<file path="src/logic/ext_regs_cfg.svh">
`ifndef EXT_REGS_CFG_SVH
`define EXT_REGS_CFG_SVH
// Slot numbers on the extension port
`define SLOT_SYMERR_HIGH 3'h2
`define SLOT_RSVD_LO 3'h3
`define SLOT_RSVD_HI 3'h5
`define SLOT_CONTROL 3'h6
`define SLOT_SWITCH 3'h7
`define SLOT_SYMERR_LOW 3'h6
// Control field positions
`define CTL_FS_IRQ_BIT 10
`define CTL_IRQ0_BIT 9
`define CTL_IRQ2_BIT 8
`define CTL_WAKE_HI 7
`define CTL_WAKE_LO 4
`define CTL_DAC_HI 3
`define CTL_DAC_LO 0
// Switch register fields
`define SW_POL_BIT 15
`define SW_ON_HI 14
`define SW_ON_LO 8
`define SW_OFF_HI 6
`define SW_OFF_LO 0
// Fixed upper bits of the 9-bit times
`define ON_MSB_BASE 2'h0
`define ON_MSB_HANDSET 2'h1
`define OFF_MSB_BASE 2'h1
`define OFF_MSB_HANDSET 2'h2
// Reset values
`define CTL_RESET 11'h000
`define DAC_RESET 4'h0
`define SW_TIME_RESET 7'h00
// Debounce limit; wake needs one low bit-clock sample more than this
`define DEBOUNCE_SAMPLES 3'h3
`endif

</file>
<file path="src/logic/ext_regs_pkg.sv">
package ext_regs_pkg;
  typedef logic [15:0] word_t;
  typedef logic [2:0] slot_t;
  typedef logic [8:0] frame_count_t;
  typedef enum logic {bank_zero, bank_one} bank_t;
endpackage

</file>
<file path="src/logic/wake_filter.sv">
`include "ext_regs_cfg.svh"
module wake_filter
(
  input wire logic clk,
  input wire logic rst_n,
  input wire logic bit_tick,
  input wire logic pin_n,
  input wire logic enable,
  output logic wake
);
  logic s1_q;
  logic s2_q;
  logic [2:0] cnt_q;
  logic stable_q;
  logic hold_q;
  // ***************************
  // Two-stage pin synchroniser
  // ***************************
  always_ff @(posedge clk or negedge rst_n)
  begin
    if (!rst_n)
    begin
      s1_q <= 1'b1;
      s2_q <= 1'b1;
    end
    else
    begin
      s1_q <= pin_n;
      s2_q <= s1_q;
    end
  end
  // ***************************
  // Debounce on bit clock
  // ***************************
  always_ff @(posedge clk or negedge rst_n)
  begin
    if (!rst_n)
    begin
      cnt_q <= 3'h0;
      stable_q <= 1'b0;
    end
    else if (bit_tick)
    begin
      if (!s2_q && enable) // RL6
      begin
        if (cnt_q == `DEBOUNCE_SAMPLES) // RL7
          stable_q <= 1'b1;
        else
          cnt_q <= cnt_q + 3'h1;
      end
      else
      begin
        cnt_q <= 3'h0;
        stable_q <= 1'b0;
      end
    end
  end
  // ***************************
  // Stretch to one bit minimum
  // ***************************
  // Held across the next bit tick so software sees it leaving sleep
  always_ff @(posedge clk or negedge rst_n)
  begin
    if (!rst_n)
      hold_q <= 1'b0;
    else if (bit_tick)
      hold_q <= stable_q; // RL8
  end
  assign wake = stable_q | hold_q; // RL8
endmodule

</file>
<file path="src/logic/ext_control_regs.sv">
// Contract
// (RL1) Software leaves bank-1 slots three to five alone or writes zero; they read zero.
// (RL2) Control bit a enables the frame-start interrupt, reset zero.
// (RL3) Control bit 9 enables external interrupt zero, reset zero.
// (RL4) Control bit 8 enables external interrupt two, reset zero.
// (RL5) Control bits 7..4 enable wake pins 3..0 when input mode; reset zero.
// (RL6) Enabled wake pin requests sleep exit when low.
// (RL7) Wake inputs are debounced and synchronised to the bit clock.
// (RL8) Detected wake event lasts at least one bit period.
// (RL9) Control bits 3..0 hold the transmit power DAC value.
// (RL10) Bank-0 slot six reads symbol error low byte; upper zero; writes ignored.
// (RL11) Bank-1 slot two reads symbol error bits 23..8.
// (RL12) Switch polarity bit zero: tx switch active low, rx active high; one reverses.
// (RL13) Switch bits e..8 set turn-on time low seven bits, minus one; read zero.
// (RL14) Switch bits 6..0 set turn-off time low seven bits, minus one; read zero.
// (RL15) Switch times count transmit bit periods against the transmit frame counter.
// (RL16) Switch times are nine bits; upper two supplied by device role.
// (RL17) Turn-on upper bits: 00 base, 01 handset.
// (RL18) Turn-off upper bits: 01 base, 10 handset.
// (RL19) Switch field writes act on outputs immediately.
// (RL20) Transmit enable cleared holds the tx switch inactive.
// (RL21) Tx switch on at turn-on count, off at turn-off count; rx is complement.
`include "ext_regs_cfg.svh"
module ext_control_regs
  import ext_regs_pkg::*;
(
  input wire logic clk,
  input wire logic reset_n,
  input wire logic bit_tick,
  input wire ext_regs_pkg::bank_t bank,
  input wire ext_regs_pkg::slot_t slot,
  input wire logic rd_en,
  input wire logic wr_en,
  input wire ext_regs_pkg::word_t wr_data,
  output ext_regs_pkg::word_t rd_data,
  input wire logic [23:0] symbol_error,
  input wire ext_regs_pkg::frame_count_t tx_frame_count,
  input wire logic tx_enable,
  input wire logic handset_mode,
  input wire logic [3:0] wake_pins_n,
  input wire logic [3:0] wake_pin_is_input,
  input wire logic frame_start_event,
  input wire logic port_pin_irq_zero,
  input wire logic port_pin_irq_two,
  output logic frame_start_irq,
  output logic ext_irq_zero,
  output logic ext_irq_two,
  output logic [3:0] wake_request,
  output logic [3:0] tx_power_dac_value,
  output logic tx_switch_out,
  output logic rx_switch_out
);
  import ext_regs_pkg::*;
  logic r1_q;
  logic rst_n;
  logic frame_start_irq_en_q;
  logic irq0_en_q;
  logic irq2_en_q;
  logic [3:0] wake_pin_enables_q;
  logic [3:0] dac_q;
  logic rf_switch_polarity_q;
  logic [6:0] on_low_q;
  logic [6:0] off_low_q;
  logic tx_active_q;
  logic irq0_s1_q;
  logic irq0_s2_q;
  logic irq2_s1_q;
  logic irq2_s2_q;
  logic wr_ctl;
  logic wr_sw;
  frame_count_t on_time;
  frame_count_t off_time;
  logic [1:0] on_role;
  logic [1:0] off_role;
  logic on_hit;
  logic off_hit;
  word_t rd_next;
  // ***************************
  // Reset release
  // ***************************
  always_ff @(posedge clk or negedge reset_n)
  begin
    if (!reset_n)
    begin
      r1_q <= 1'b0;
      rst_n <= 1'b0;
    end
    else
    begin
      r1_q <= 1'b1;
      rst_n <= r1_q;
    end
  end
  // ***************************
  // Write decode
  // ***************************
  // Bank-1 slots 3..5 and 7 and bank-0 slots 0..5 decode to nothing
  always_comb
  begin
    wr_ctl = 1'b0;
    wr_sw = 1'b0;
    if (wr_en && bank == bank_one && slot == `SLOT_CONTROL)
      wr_ctl = 1'b1; // RL1
    if (wr_en && bank == bank_zero && slot == `SLOT_SWITCH)
      wr_sw = 1'b1;
  end
  // ***************************
  // Control register
  // ***************************
  always_ff @(posedge clk or negedge rst_n)
  begin
    if (!rst_n)
      frame_start_irq_en_q <= 1'b0; // RL2
    else if (wr_ctl)
      frame_start_irq_en_q <= wr_data[`CTL_FS_IRQ_BIT]; // RL2
  end
  always_ff @(posedge clk or negedge rst_n)
  begin
    if (!rst_n)
      irq0_en_q <= 1'b0; // RL3
    else if (wr_ctl)
      irq0_en_q <= wr_data[`CTL_IRQ0_BIT]; // RL3
  end
  always_ff @(posedge clk or negedge rst_n)
  begin
    if (!rst_n)
      irq2_en_q <= 1'b0; // RL4
    else if (wr_ctl)
      irq2_en_q <= wr_data[`CTL_IRQ2_BIT]; // RL4
  end
  always_ff @(posedge clk or negedge rst_n)
  begin
    if (!rst_n)
      wake_pin_enables_q <= 4'h0; // RL5
    else if (wr_ctl)
      wake_pin_enables_q <= wr_data[`CTL_WAKE_HI:`CTL_WAKE_LO]; // RL5
  end
  // Undefined at reset in the device; zero here for determinism
  always_ff @(posedge clk or negedge rst_n)
  begin
    if (!rst_n)
      dac_q <= `DAC_RESET;
    else if (wr_ctl)
      dac_q <= wr_data[`CTL_DAC_HI:`CTL_DAC_LO]; // RL9
  end
  assign tx_power_dac_value = dac_q; // RL9
  // ***************************
  // Switch timing register
  // ***************************
  always_ff @(posedge clk or negedge rst_n)
  begin
    if (!rst_n)
      rf_switch_polarity_q <= 1'b0;
    else if (wr_sw)
      rf_switch_polarity_q <= wr_data[`SW_POL_BIT]; // RL12
  end
  // Written zero wraps to 127, as the modulo rule wants
  always_ff @(posedge clk or negedge rst_n)
  begin
    if (!rst_n)
      on_low_q <= `SW_TIME_RESET;
    else if (wr_sw)
      on_low_q <= wr_data[`SW_ON_HI:`SW_ON_LO] - 7'h01; // RL13
  end
  always_ff @(posedge clk or negedge rst_n)
  begin
    if (!rst_n)
      off_low_q <= `SW_TIME_RESET;
    else if (wr_sw)
      off_low_q <= wr_data[`SW_OFF_HI:`SW_OFF_LO] - 7'h01; // RL14
  end
  // Role bits follow handset_mode live; nothing latched at write time
  assign on_role = handset_mode ? `ON_MSB_HANDSET : `ON_MSB_BASE; // RL17
  assign off_role = handset_mode ? `OFF_MSB_HANDSET : `OFF_MSB_BASE; // RL18
  assign on_time = {on_role, on_low_q}; // RL16
  assign off_time = {off_role, off_low_q}; // RL16
  // ***************************
  // Switch sequencing
  // ***************************
  // Compared with the transmit frame counter every clock, so new times act at once
  assign on_hit = tx_frame_count == on_time; // RL15
  assign off_hit = tx_frame_count == off_time; // RL15
  always_ff @(posedge clk or negedge rst_n)
  begin
    if (!rst_n)
      tx_active_q <= 1'b0;
    else if (!tx_enable)
      tx_active_q <= 1'b0; // RL20
    else if (off_hit) // RL21
      tx_active_q <= 1'b0;
    else if (on_hit) // RL21
      tx_active_q <= 1'b1;
  end
  // Off wins on equal times, so an empty window never keys the switch
  // ***************************
  // Switch outputs
  // ***************************
  // Gate on tx_enable directly; polarity applied combinationally
  assign tx_switch_out = (tx_active_q & tx_enable) ^ ~rf_switch_polarity_q; // RL12 RL19 RL20
  assign rx_switch_out = ~tx_switch_out; // RL12 RL21
  // ***************************
  // Interrupt pins
  // ***************************
  // Both pins are asynchronous to clk
  always_ff @(posedge clk or negedge rst_n)
  begin
    if (!rst_n)
    begin
      irq0_s1_q <= 1'b0;
      irq0_s2_q <= 1'b0;
    end
    else
    begin
      irq0_s1_q <= port_pin_irq_zero;
      irq0_s2_q <= irq0_s1_q;
    end
  end
  always_ff @(posedge clk or negedge rst_n)
  begin
    if (!rst_n)
    begin
      irq2_s1_q <= 1'b0;
      irq2_s2_q <= 1'b0;
    end
    else
    begin
      irq2_s1_q <= port_pin_irq_two;
      irq2_s2_q <= irq2_s1_q;
    end
  end
  assign ext_irq_zero = irq0_s2_q & irq0_en_q; // RL3
  assign ext_irq_two = irq2_s2_q & irq2_en_q; // RL4
  // ***************************
  // Frame-start interrupt
  // ***************************
  // Event already on clk, so no synchroniser
  assign frame_start_irq = frame_start_event & frame_start_irq_en_q; // RL2
  // ***************************
  // Wake-up pins
  // ***************************
  // Output-mode pins never wake the device
  wake_filter wake_filter_0
  (
    .clk(clk),
    .rst_n(rst_n),
    .bit_tick(bit_tick),
    .pin_n(wake_pins_n[0]),
    .enable(wake_pin_enables_q[0] & wake_pin_is_input[0]), // RL5
    .wake(wake_request[0])
  );
  wake_filter wake_filter_1
  (
    .clk(clk),
    .rst_n(rst_n),
    .bit_tick(bit_tick),
    .pin_n(wake_pins_n[1]),
    .enable(wake_pin_enables_q[1] & wake_pin_is_input[1]), // RL5
    .wake(wake_request[1])
  );
  wake_filter wake_filter_2
  (
    .clk(clk),
    .rst_n(rst_n),
    .bit_tick(bit_tick),
    .pin_n(wake_pins_n[2]),
    .enable(wake_pin_enables_q[2] & wake_pin_is_input[2]), // RL5
    .wake(wake_request[2])
  );
  wake_filter wake_filter_3
  (
    .clk(clk),
    .rst_n(rst_n),
    .bit_tick(bit_tick),
    .pin_n(wake_pins_n[3]),
    .enable(wake_pin_enables_q[3] & wake_pin_is_input[3]), // RL5
    .wake(wake_request[3])
  );
  // ***************************
  // Read mux
  // ***************************
  // No read side effects, so back-to-back reads are safe
  always_comb
  begin
    rd_next = 16'h0000; // RL1
    case ({bank, slot})
      {bank_one, `SLOT_CONTROL}:
        rd_next = {5'h00, frame_start_irq_en_q, irq0_en_q, irq2_en_q,
                   wake_pin_enables_q, dac_q};
      {bank_one, `SLOT_SYMERR_HIGH}:
        rd_next = symbol_error[23:8]; // RL11
      {bank_zero, `SLOT_SYMERR_LOW}:
        rd_next = {8'h00, symbol_error[7:0]}; // RL10
      default:
        rd_next = 16'h0000; // RL1 RL13
    endcase
  end
  // ***************************
  // Read register
  // ***************************
  // Registered so data comes from flip-flops; one cycle after rd_en
  always_ff @(posedge clk or negedge rst_n)
  begin
    if (!rst_n)
      rd_data <= 16'h0000;
    else if (rd_en)
      rd_data <= rd_next;
  end
endmodule

</file>
<file path="config.mk">
export PLATFORM = sky130hd
export DESIGN_NAME = ext_control_regs
export DESIGN_NICKNAME = d
export VERILOG_FILES = /design/src/logic/ext_regs_pkg.sv /design/src/logic/wake_filter.sv /design/src/logic/ext_control_regs.sv
export VERILOG_INCLUDE_DIRS = /design/src /design/src/logic
export SDC_FILE = /design/constraint.sdc
export NUM_CORES = 1
export LEC_CHECK = 0
export ABC_CLOCK_PERIOD_IN_PS = 2750
export BUFFER_PORTS_ARGS = -buffer_cell sky130_fd_sc_hd__buf_2
export CAP_MARGIN = 20
export CORE_ASPECT_RATIO = 0.75
export CORE_MARGIN = 2
export CORE_UTILIZATION = 40
export DETAILED_ROUTE_END_ITERATION = 8
export REMOVE_ABC_BUFFERS = 1
export SYNTH_ARGS = -nofsm -noshare
export SYNTH_HDL_FRONTEND = slang
export SYNTH_SLANG_ARGS = --single-unit
</file>
<file path="constraint.sdc">
create_clock -name clk -period 2.75 [get_ports clk]
set_input_delay 0.4125 -clock clk [delete_from_list [all_inputs] [get_ports clk]]
set_output_delay 0.4125 -clock clk [all_outputs]
set_load 0.01 [all_outputs]
</file>
==> results.py, run 1 <==
metrics = {
    "timing": {
        "rsz0062_at_grt": "false",
        "finalCriticalPeriod_ns": 1.56,
        "setup_viol": 0,
        "period_share_pct": 56.6,
        "slew_headroom_pct": 36.9,
        "max_freq_ghz": 0.642,
        "fin_worst_skew_ns": 0.00979,
        "tns_ns": 0,
        "finalHoldViolCount": 0,
        "worst_pin_slew_ns": 0.946,
        "slew_viol_final": 0,
    },
    "clocking": {
        "clock-root-buffer": "clkbuf_16",
        "cts_buffers": 9,
        "cts.sinks": 77,
        "cts_setup_buffers": 0,
        "clkLatencyLatePin_ns": 0.33,
        "clk_pin_slew_worst_paths_ns": 0.06,
        "h-tree-depth": 3,
        "cts_tree": "done",
        "cts_buffer_depth": 2,
    },
    "floorplan": {
        "die_width_um": 113,
        "start_util_pct": 41.9,
        "core_region_area_um2": 8560,
        "die_h_um": 86.0,
        "row_count": 29,
        "fp.dieArea_um2": 9740,
        "io_pins": 100,
    },
    "synthesis": {
        "ys_seq_area_share_pct": 54.0,
        "yosys.area.top_type": "dfrtp_1",
        "yosys-top-cells-area": "dfrtp_1 48%, dfstp_2 5.9%, mux2_2 5.7%, o21ai_0 3.9%, xnor2_1 3.7%",
        "synth-seq-cells": 77,
        "synth_edf_count": 0,
        "synth_area_um2": 3580,
        "postSynthAreaPerCell_um2": 10.7,
        "synthFlopType": "dfrtp_1",
        "syn_inst": 335,
        "synthArstFlopShare_pct": 100,
        "synthDistinctLibCells": 35,
        "yosys_warnings": 0,
        "netlist.area_leader.share_pct": 48.2,
    },
    "finish": {
        "drive_gt1_share_pct": 34.9,
        "nets": 514,
        "stdcell_count": 546,
        "final_core_util_pct": 52.3,
        "area_growth_pct": 25.0,
        "num_antenna_cells": 0,
    },
    "power_and_ir_drop": {
        "internal_power_mw": 2.30,
        "power.switching_mw": 0.696,
        "p_leak_nw": 2.17,
        "netSwitchingFraction_pct": 23.2,
        "power_mw": 3.00,
        "ir_drop_mv": 0.398,
        "pwr-share-comb_pct": 11.6,
        "powerDensity_nw_per_um2": 669,
        "sequentialPowerShare_pct": 45.0,
        "power_frac_clock_pct": 43.4,
    },
    "worst_setup_path": {
        "worstPathArrival_ns": 1.76,
        "cp-end-kind": "flip-flop",
        "cp_top_family": "buffers and inverters",
        "required_ns": 2.96,
        "worstPathCellList": "buf_2 -> nand3b_2 -> nor2_1 -> buf_4 -> mux2_2",
        "max_stage_delay_ns": 0.35,
        "critPathLaunchType": "input port",
        "cp_max_fo": 11,
        "crit_buf_inv": 2,
        "cpMaxStageDelayCell": "mux2_2",
        "worstSetupPathType": "in -> reg",
    },
    "global_route": {
        "grtUsageMet1_pct": 21.2,
        "grt.total_usage_pct": 16.4,
        "gr-total-overflow": 0,
        "top_usage_layer": "met2",
        "grt_max_degree": 76,
        "antenna_found_initial": 2,
        "met2_usage_pct": 25.9,
        "grt_pass1_wl_um": 12300,
        "grtUsageMet3_pct": 6.29,
        "grt_pass1_vias": 2602,
    },
    "routing": {
        "ant_nets": 0,
        "drt_first_iter_violations": 97,
        "via_per_inst": 4.80,
        "drc": 0,
        "vias": 2620,
        "dr.pass1.iters": 4,
        "drt_wl_total_um": 7610,
        "post_drt_wl_per_cell_um": 13.9,
    },
    "min_path": {
        "hp-class": "in -> reg",
    },
    "place": {
        "dpl.hpwl_um": 5800,
        "place_congestion": 0.835,
        "dp_cells": 529,
        "io_buffers": 99,
    },
    "run": {
        "maxCapViolations": 0,
    },
    "outcome": {
        "status": "complete, no violations",
    },
}
[path summary, 6_finish.rpt]
kind,from,endpoint,slack (ns),cells past startpoint
setup / recovery,bank,wake_pin_enables_q[0],1.19,5
hold / removal,wake_pins_n[3],wake_filter_3.s1_q,0.18,1
setup reg to reg,wake_filter_1.cnt_q[0],wake_filter_1.cnt_q[0],1.20,4
hold reg to reg,irq2_s1_q,irq2_s2_q,0.35,0
max in group asynchronous,rst_n,wake_pin_enables_q[2],1.66,0
min in group asynchronous,reset_n,r1_q,0.39,2
[metal layers]
layer	wire, µm	part of all wire, %	vias up
met3	588	7.7	8
met5	10	0.13	-
met2	3350	44	76
met4	75	0.99	2
li1	-	-	1313
met1	3580	47	1221
[synth_stat cells, types with 2 or more instances]
cell / instances
nand3b_1: 8
o22ai_1: 8
nand2_1: 31
nor2_1: 16
ha_1: 10
buf_6: 2
xnor2_1: 15
xor2_1: 11
nor3b_1: 2
or2_2: 4
nor4_1: 2
dfstp_2: 8
mux2i_1: 11
o21ai_0: 28
or3_1: 2
mux2_2: 18
nand3_1: 7
nand4_1: 2
and2_1: 3
buf_4: 8
a21oi_1: 17
o21ai_1: 8
clkbuf_1: 4
dfrtp_1: 69
inv_1: 30
nor3_1: 2
[cell usage in the layout, fill, tap and decap left out, types with 2 or more instances in the layout]
master / count
dfrtp_1: 68
a21oi_1: 17
nor2_1: 16
dfstp_2: 8
o22ai_1: 8
bufinv_16: 2
buf_4: 2
nand3b_1: 8
buf_2: 99
or3_1: 2
ha_1: 10
nand3_1: 7
clkbuf_16: 9
clkbuf_8: 3
o21ai_1: 8
inv_1: 30
and2_1: 3
nor3_1: 2
o21ai_0: 28
nand4_1: 2
or2_2: 4
nand2_1: 31
xnor2_1: 15
mux2i_1: 11
xor2_1: 11
mux2_2: 18
nor4_1: 2
nor3b_1: 2
[per-stage QoR]
step,area [µm²],hold slack (ns),setup slack [ns]
floorplan,3480,0.117,0.461
finish,4480,0.178,1.19
CTS,4480,0.170,1.18
detailed placement,4130,0.198,0.838
global route,4480,0.163,1.10
global placement,4130,0.198,0.926
[final cells by class]
cell class | instances | area (µm²)
Multi-Input combinational cell | 213 | 1430
Tap cell | 108 | 135
Fill cell | 784 | 4080
Clock buffer | 13 | 270
Timing Repair Buffer | 102 | 520
Sequential cell | 77 | 1940
Clock inverter | 3 | 67.6
Inverter | 30 | 113
[logic make-up after synthesis]
kind of cell             after synthesis  synth area share [%]
buffers and inverters                 45                  6.00
adder cells (fa/ha/maj)               10                  3.49
AO/OA/AOI/OAI                         62                  9.11
XOR/XNOR                              26                  6.35
other                                  1                 0.105
flip-flops                            77                  54.0
AND/OR/NAND/NOR                       84                  11.8
multiplexers                          30                  9.14
[power groups by stage]
| stage | Combinational (mW) | Clock [mW] | Sequential, mW |
|---|---|---|---|
| after floorplan | 0.203 | 0 | 1.34 |
| after global placement | 0.342 | 0 | 1.37 |
| after detailed placement | 0.351 | 0 | 1.37 |
| after CTS | 0.354 | 1.34 | 1.35 |
| after global routing | 0.390 | 1.40 | 1.37 |
| final | 0.349 | 1.30 | 1.35 |
[sequential cells by signal, indices dropped and copies added, names as in the netlist, 3 cells and up]
signal,cells
off_low_q,7
on_low_q,7
rd_data,16
tx_power_dac_value,4
wake_filter_0.cnt_q,3
wake_filter_1.cnt_q,3
wake_filter_2.cnt_q,3
wake_filter_3.cnt_q,3
wake_pin_enables_q,4
[timing repair]
action	in CTS	in global routing
endpoints found under the hold margin	2	0
setup endpoints to repair	0	0
gates resized for setup	0	0
hold buffers	1	0
Power figures use the tool's default switching activity.
==> run 2: changes to the inputs <==
- ABC_CLOCK_PERIOD_IN_PS: 2750 -> 1500
- clock period: 2.75 -> 1.5 ns (I/O delays scaled with it)
==> run 2 against run 1 <==
Sequential power is 81% higher; cell area rose by 2.3%; setup slack worse by 1.1 ns; die area did not move; global-route usage rose by 1.1 points; core utilization is 1.2 points higher; via count is 2.6% higher; critical path depth fell by 1; total power rose by 70%; non-clock buffer count up 19; wire length grew 3.4%; hold slack worse by 0.065 ns.
==> results.py, run 2 (synthesis results as in run 1) <==
metrics = {
    "min_path": {
        "worstHoldPathCells": 2,
        "hp-class": "in -> reg",
    },
    "routing": {
        "wl_met1_um": 3920,
        "drt_first_iter_violations": 98,
        "wl_met3_um": 478,
        "ant_nets": 0,
        "drt_wl_total_um": 7860,
        "top_layer": "met4",
        "via_per_inst": 4.76,
        "drc": 0,
        "post_drt_wl_per_cell_um": 13.9,
        "dr.pass1.iters": 4,
        "route.met2.wl_um": 3360,
        "vias": 2688,
    },
    "worst_setup_path": {
        "cp_max_fo": 3,
        "path_common_cell": "ha_1",
        "max_stage_delay_ns": 0.42,
        "r2r_slack_ns": 0.08,
        "worstSetupPathType": "reg -> reg",
        "cp-end-kind": "flip-flop",
        "cpMaxStageDelayCell": "or3b_4",
        "crit_buf_inv": 0,
        "critical_path_depth": 4,
        "required_ns": 1.76,
        "rr_endpoint": "wake_filter_1.cnt_q[1]",
        "cp_top_family": "simple AND/OR/NAND/NOR gates",
        "crit_start": "wake_filter_1.cnt_q[0]",
        "r2r-start": "wake_filter_1.cnt_q[0]",
        "crit_path_end": "wake_filter_1.cnt_q[1]",
        "worstPathCellList": "ha_1 -> ha_1 -> or3b_4 -> o21ai_0",
        "ff2ff_path_depth": 4,
        "critPathLaunchType": "flip-flop",
        "worstPathArrival_ns": 1.68,
    },
    "timing": {
        "fin_worst_skew_ns": 0.00671,
        "finalCriticalPeriod_ns": 1.42,
        "setup_viol": 0,
        "max_freq_ghz": 0.704,
        "period_share_pct": 94.7,
        "slew_viol_final": 0,
        "fin_ws_ns": 0.0798,
        "whs_ns": 0.113,
        "finalHoldViolCount": 0,
        "rsz0062_at_grt": "false",
    },
    "clocking": {
        "clk_pin_slew_worst_paths_ns": 0.06,
        "cts_buffers": 9,
        "clkLatencyLatePin_ns": 0.33,
        "clock-root-buffer": "clkbuf_16",
        "cts_buffer_depth": 2,
        "cts_tree": "done",
        "cts.sinks": 77,
        "h-tree-depth": 3,
    },
    "power_and_ir_drop": {
        "powerDensity_nw_per_um2": 1110,
        "p_leak_nw": 2.23,
        "netSwitchingFraction_pct": 25.1,
        "power_mw": 5.10,
        "internal_power_mw": 3.82,
        "sequentialPowerShare_pct": 47.9,
        "power_frac_clock_pct": 38.2,
        "power.switching_mw": 1.28,
        "pwr-share-comb_pct": 13.9,
        "ir_drop_mv": 0.669,
    },
    "global_route": {
        "grt_max_degree": 34,
        "grt.total_usage_pct": 17.5,
        "gr-total-overflow": 0,
        "grt_pass1_vias": 2654,
        "grt_pass1_wl_um": 13100,
        "antenna_found_initial": 0,
    },
    "finish": {
        "area_growth_pct": 27.8,
        "drive_gt1_share_pct": 35.9,
        "num_antenna_cells": 0,
        "stdcell_count": 565,
        "regMostFlops": "rd_data",
        "fillers": 795,
        "largest_reg_flops": 16,
        "final_core_util_pct": 53.5,
        "nets": 533,
        "mostFrequentLayoutCell": "buf_2",
        "top_regs": "rd_data x16, off_low_q x7, on_low_q x7",
        "mostFrequentLayoutCells": "99 x buf_2, 68 x dfrtp_1, 31 x nand2_1",
    },
    "place": {
        "place_congestion": 0.844,
        "dpl.hpwl_um": 5980,
        "dpl_worst_slack_ns": -0.0782,
        "io_buffers": 99,
        "dp_cells": 541,
    },
    "outcome": {
        "status": "complete, no violations",
    },
    "floorplan": {
        "die_width_um": 113,
        "start_util_pct": 41.9,
        "row_count": 29,
        "fp.dieArea_um2": 9740,
        "core_region_area_um2": 8560,
        "die_h_um": 86.0,
        "io_pins": 100,
    },
    "run": {
        "maxCapViolations": 0,
    },
}
-- run 2: metrics by stage --
stage	setup TNS (ns)	area, µm²
after CTS	0	4570
after floorplan	-55.17	3480
after global placement	0	4230
final	0	4580
after global routing	0	4580
after detailed placement	-0.108	4230
-- run 2: worst min-delay path by stage --
stage | slack, ns | from | endpoint
2_1_floorplan | -0.07 | reset_n | r1_q
5_1_grt | 0.12 | wr_data[15] | rf_switch_polarity_q
4_1_cts | 0.10 | wr_data[0] | off_low_q[0]
3_5_place_dp | 0.01 | reset_n | r1_q
3_3_place_gp | 0.01 | reset_n | r1_q
6_report | 0.11 | wr_data[8] | on_low_q[0]
-- run 2: final cells by class --
cell class,instances,area [µm²],share of cell area (%)
clock buffers,14,254,5.54
clock inverters,2,10.0,0.218
inverters,30,113,2.46
multi-input cells,213,1440,31.4
flip-flops and latches,77,1940,42.4
well taps,108,135,2.95
repair buffers,121,691,15.1
-- run 2: worst register-to-register path, delay by kind of cell, from the launching register on --
| family | cells | cell delay, ns |
|---|---|---|
| simple gates | 1 | 0.42 |
| fa+ha+maj | 2 | 0.40 |
| flops | 1 | 0.39 |
| compound gates | 1 | 0.14 |
-- run 2: layer usage --
| metal | global-route usage [%] | up-vias |
|---|---|---|
| li1 | - | 1360 |
| met1 | 24.4 | 1245 |
| met3 | 5.58 | 9 |
| met4 | 5.99 | 0 |
| met5 | 0 | - |
| met2 | 25.9 | 74 |
-- run 2: timing repair --
action                                  CTS  global route
buffers inserted                          0             1
endpoints found under the hold margin     8             0
endpoints found under the setup margin    3             5
gates resized for setup                   4             3
pin swaps                                 0             0
hold buffers                              7             0
-- run 2: power by group through the flow --
stage	clock network [mW]	registers [mW]	logic (mW)
floorplan	0	2.47	0.373
global placement	0	2.48	0.677
detailed placement	0	2.48	0.694
CTS	2.01	2.45	0.712
global route	2.09	2.47	0.795
finish	1.95	2.45	0.708
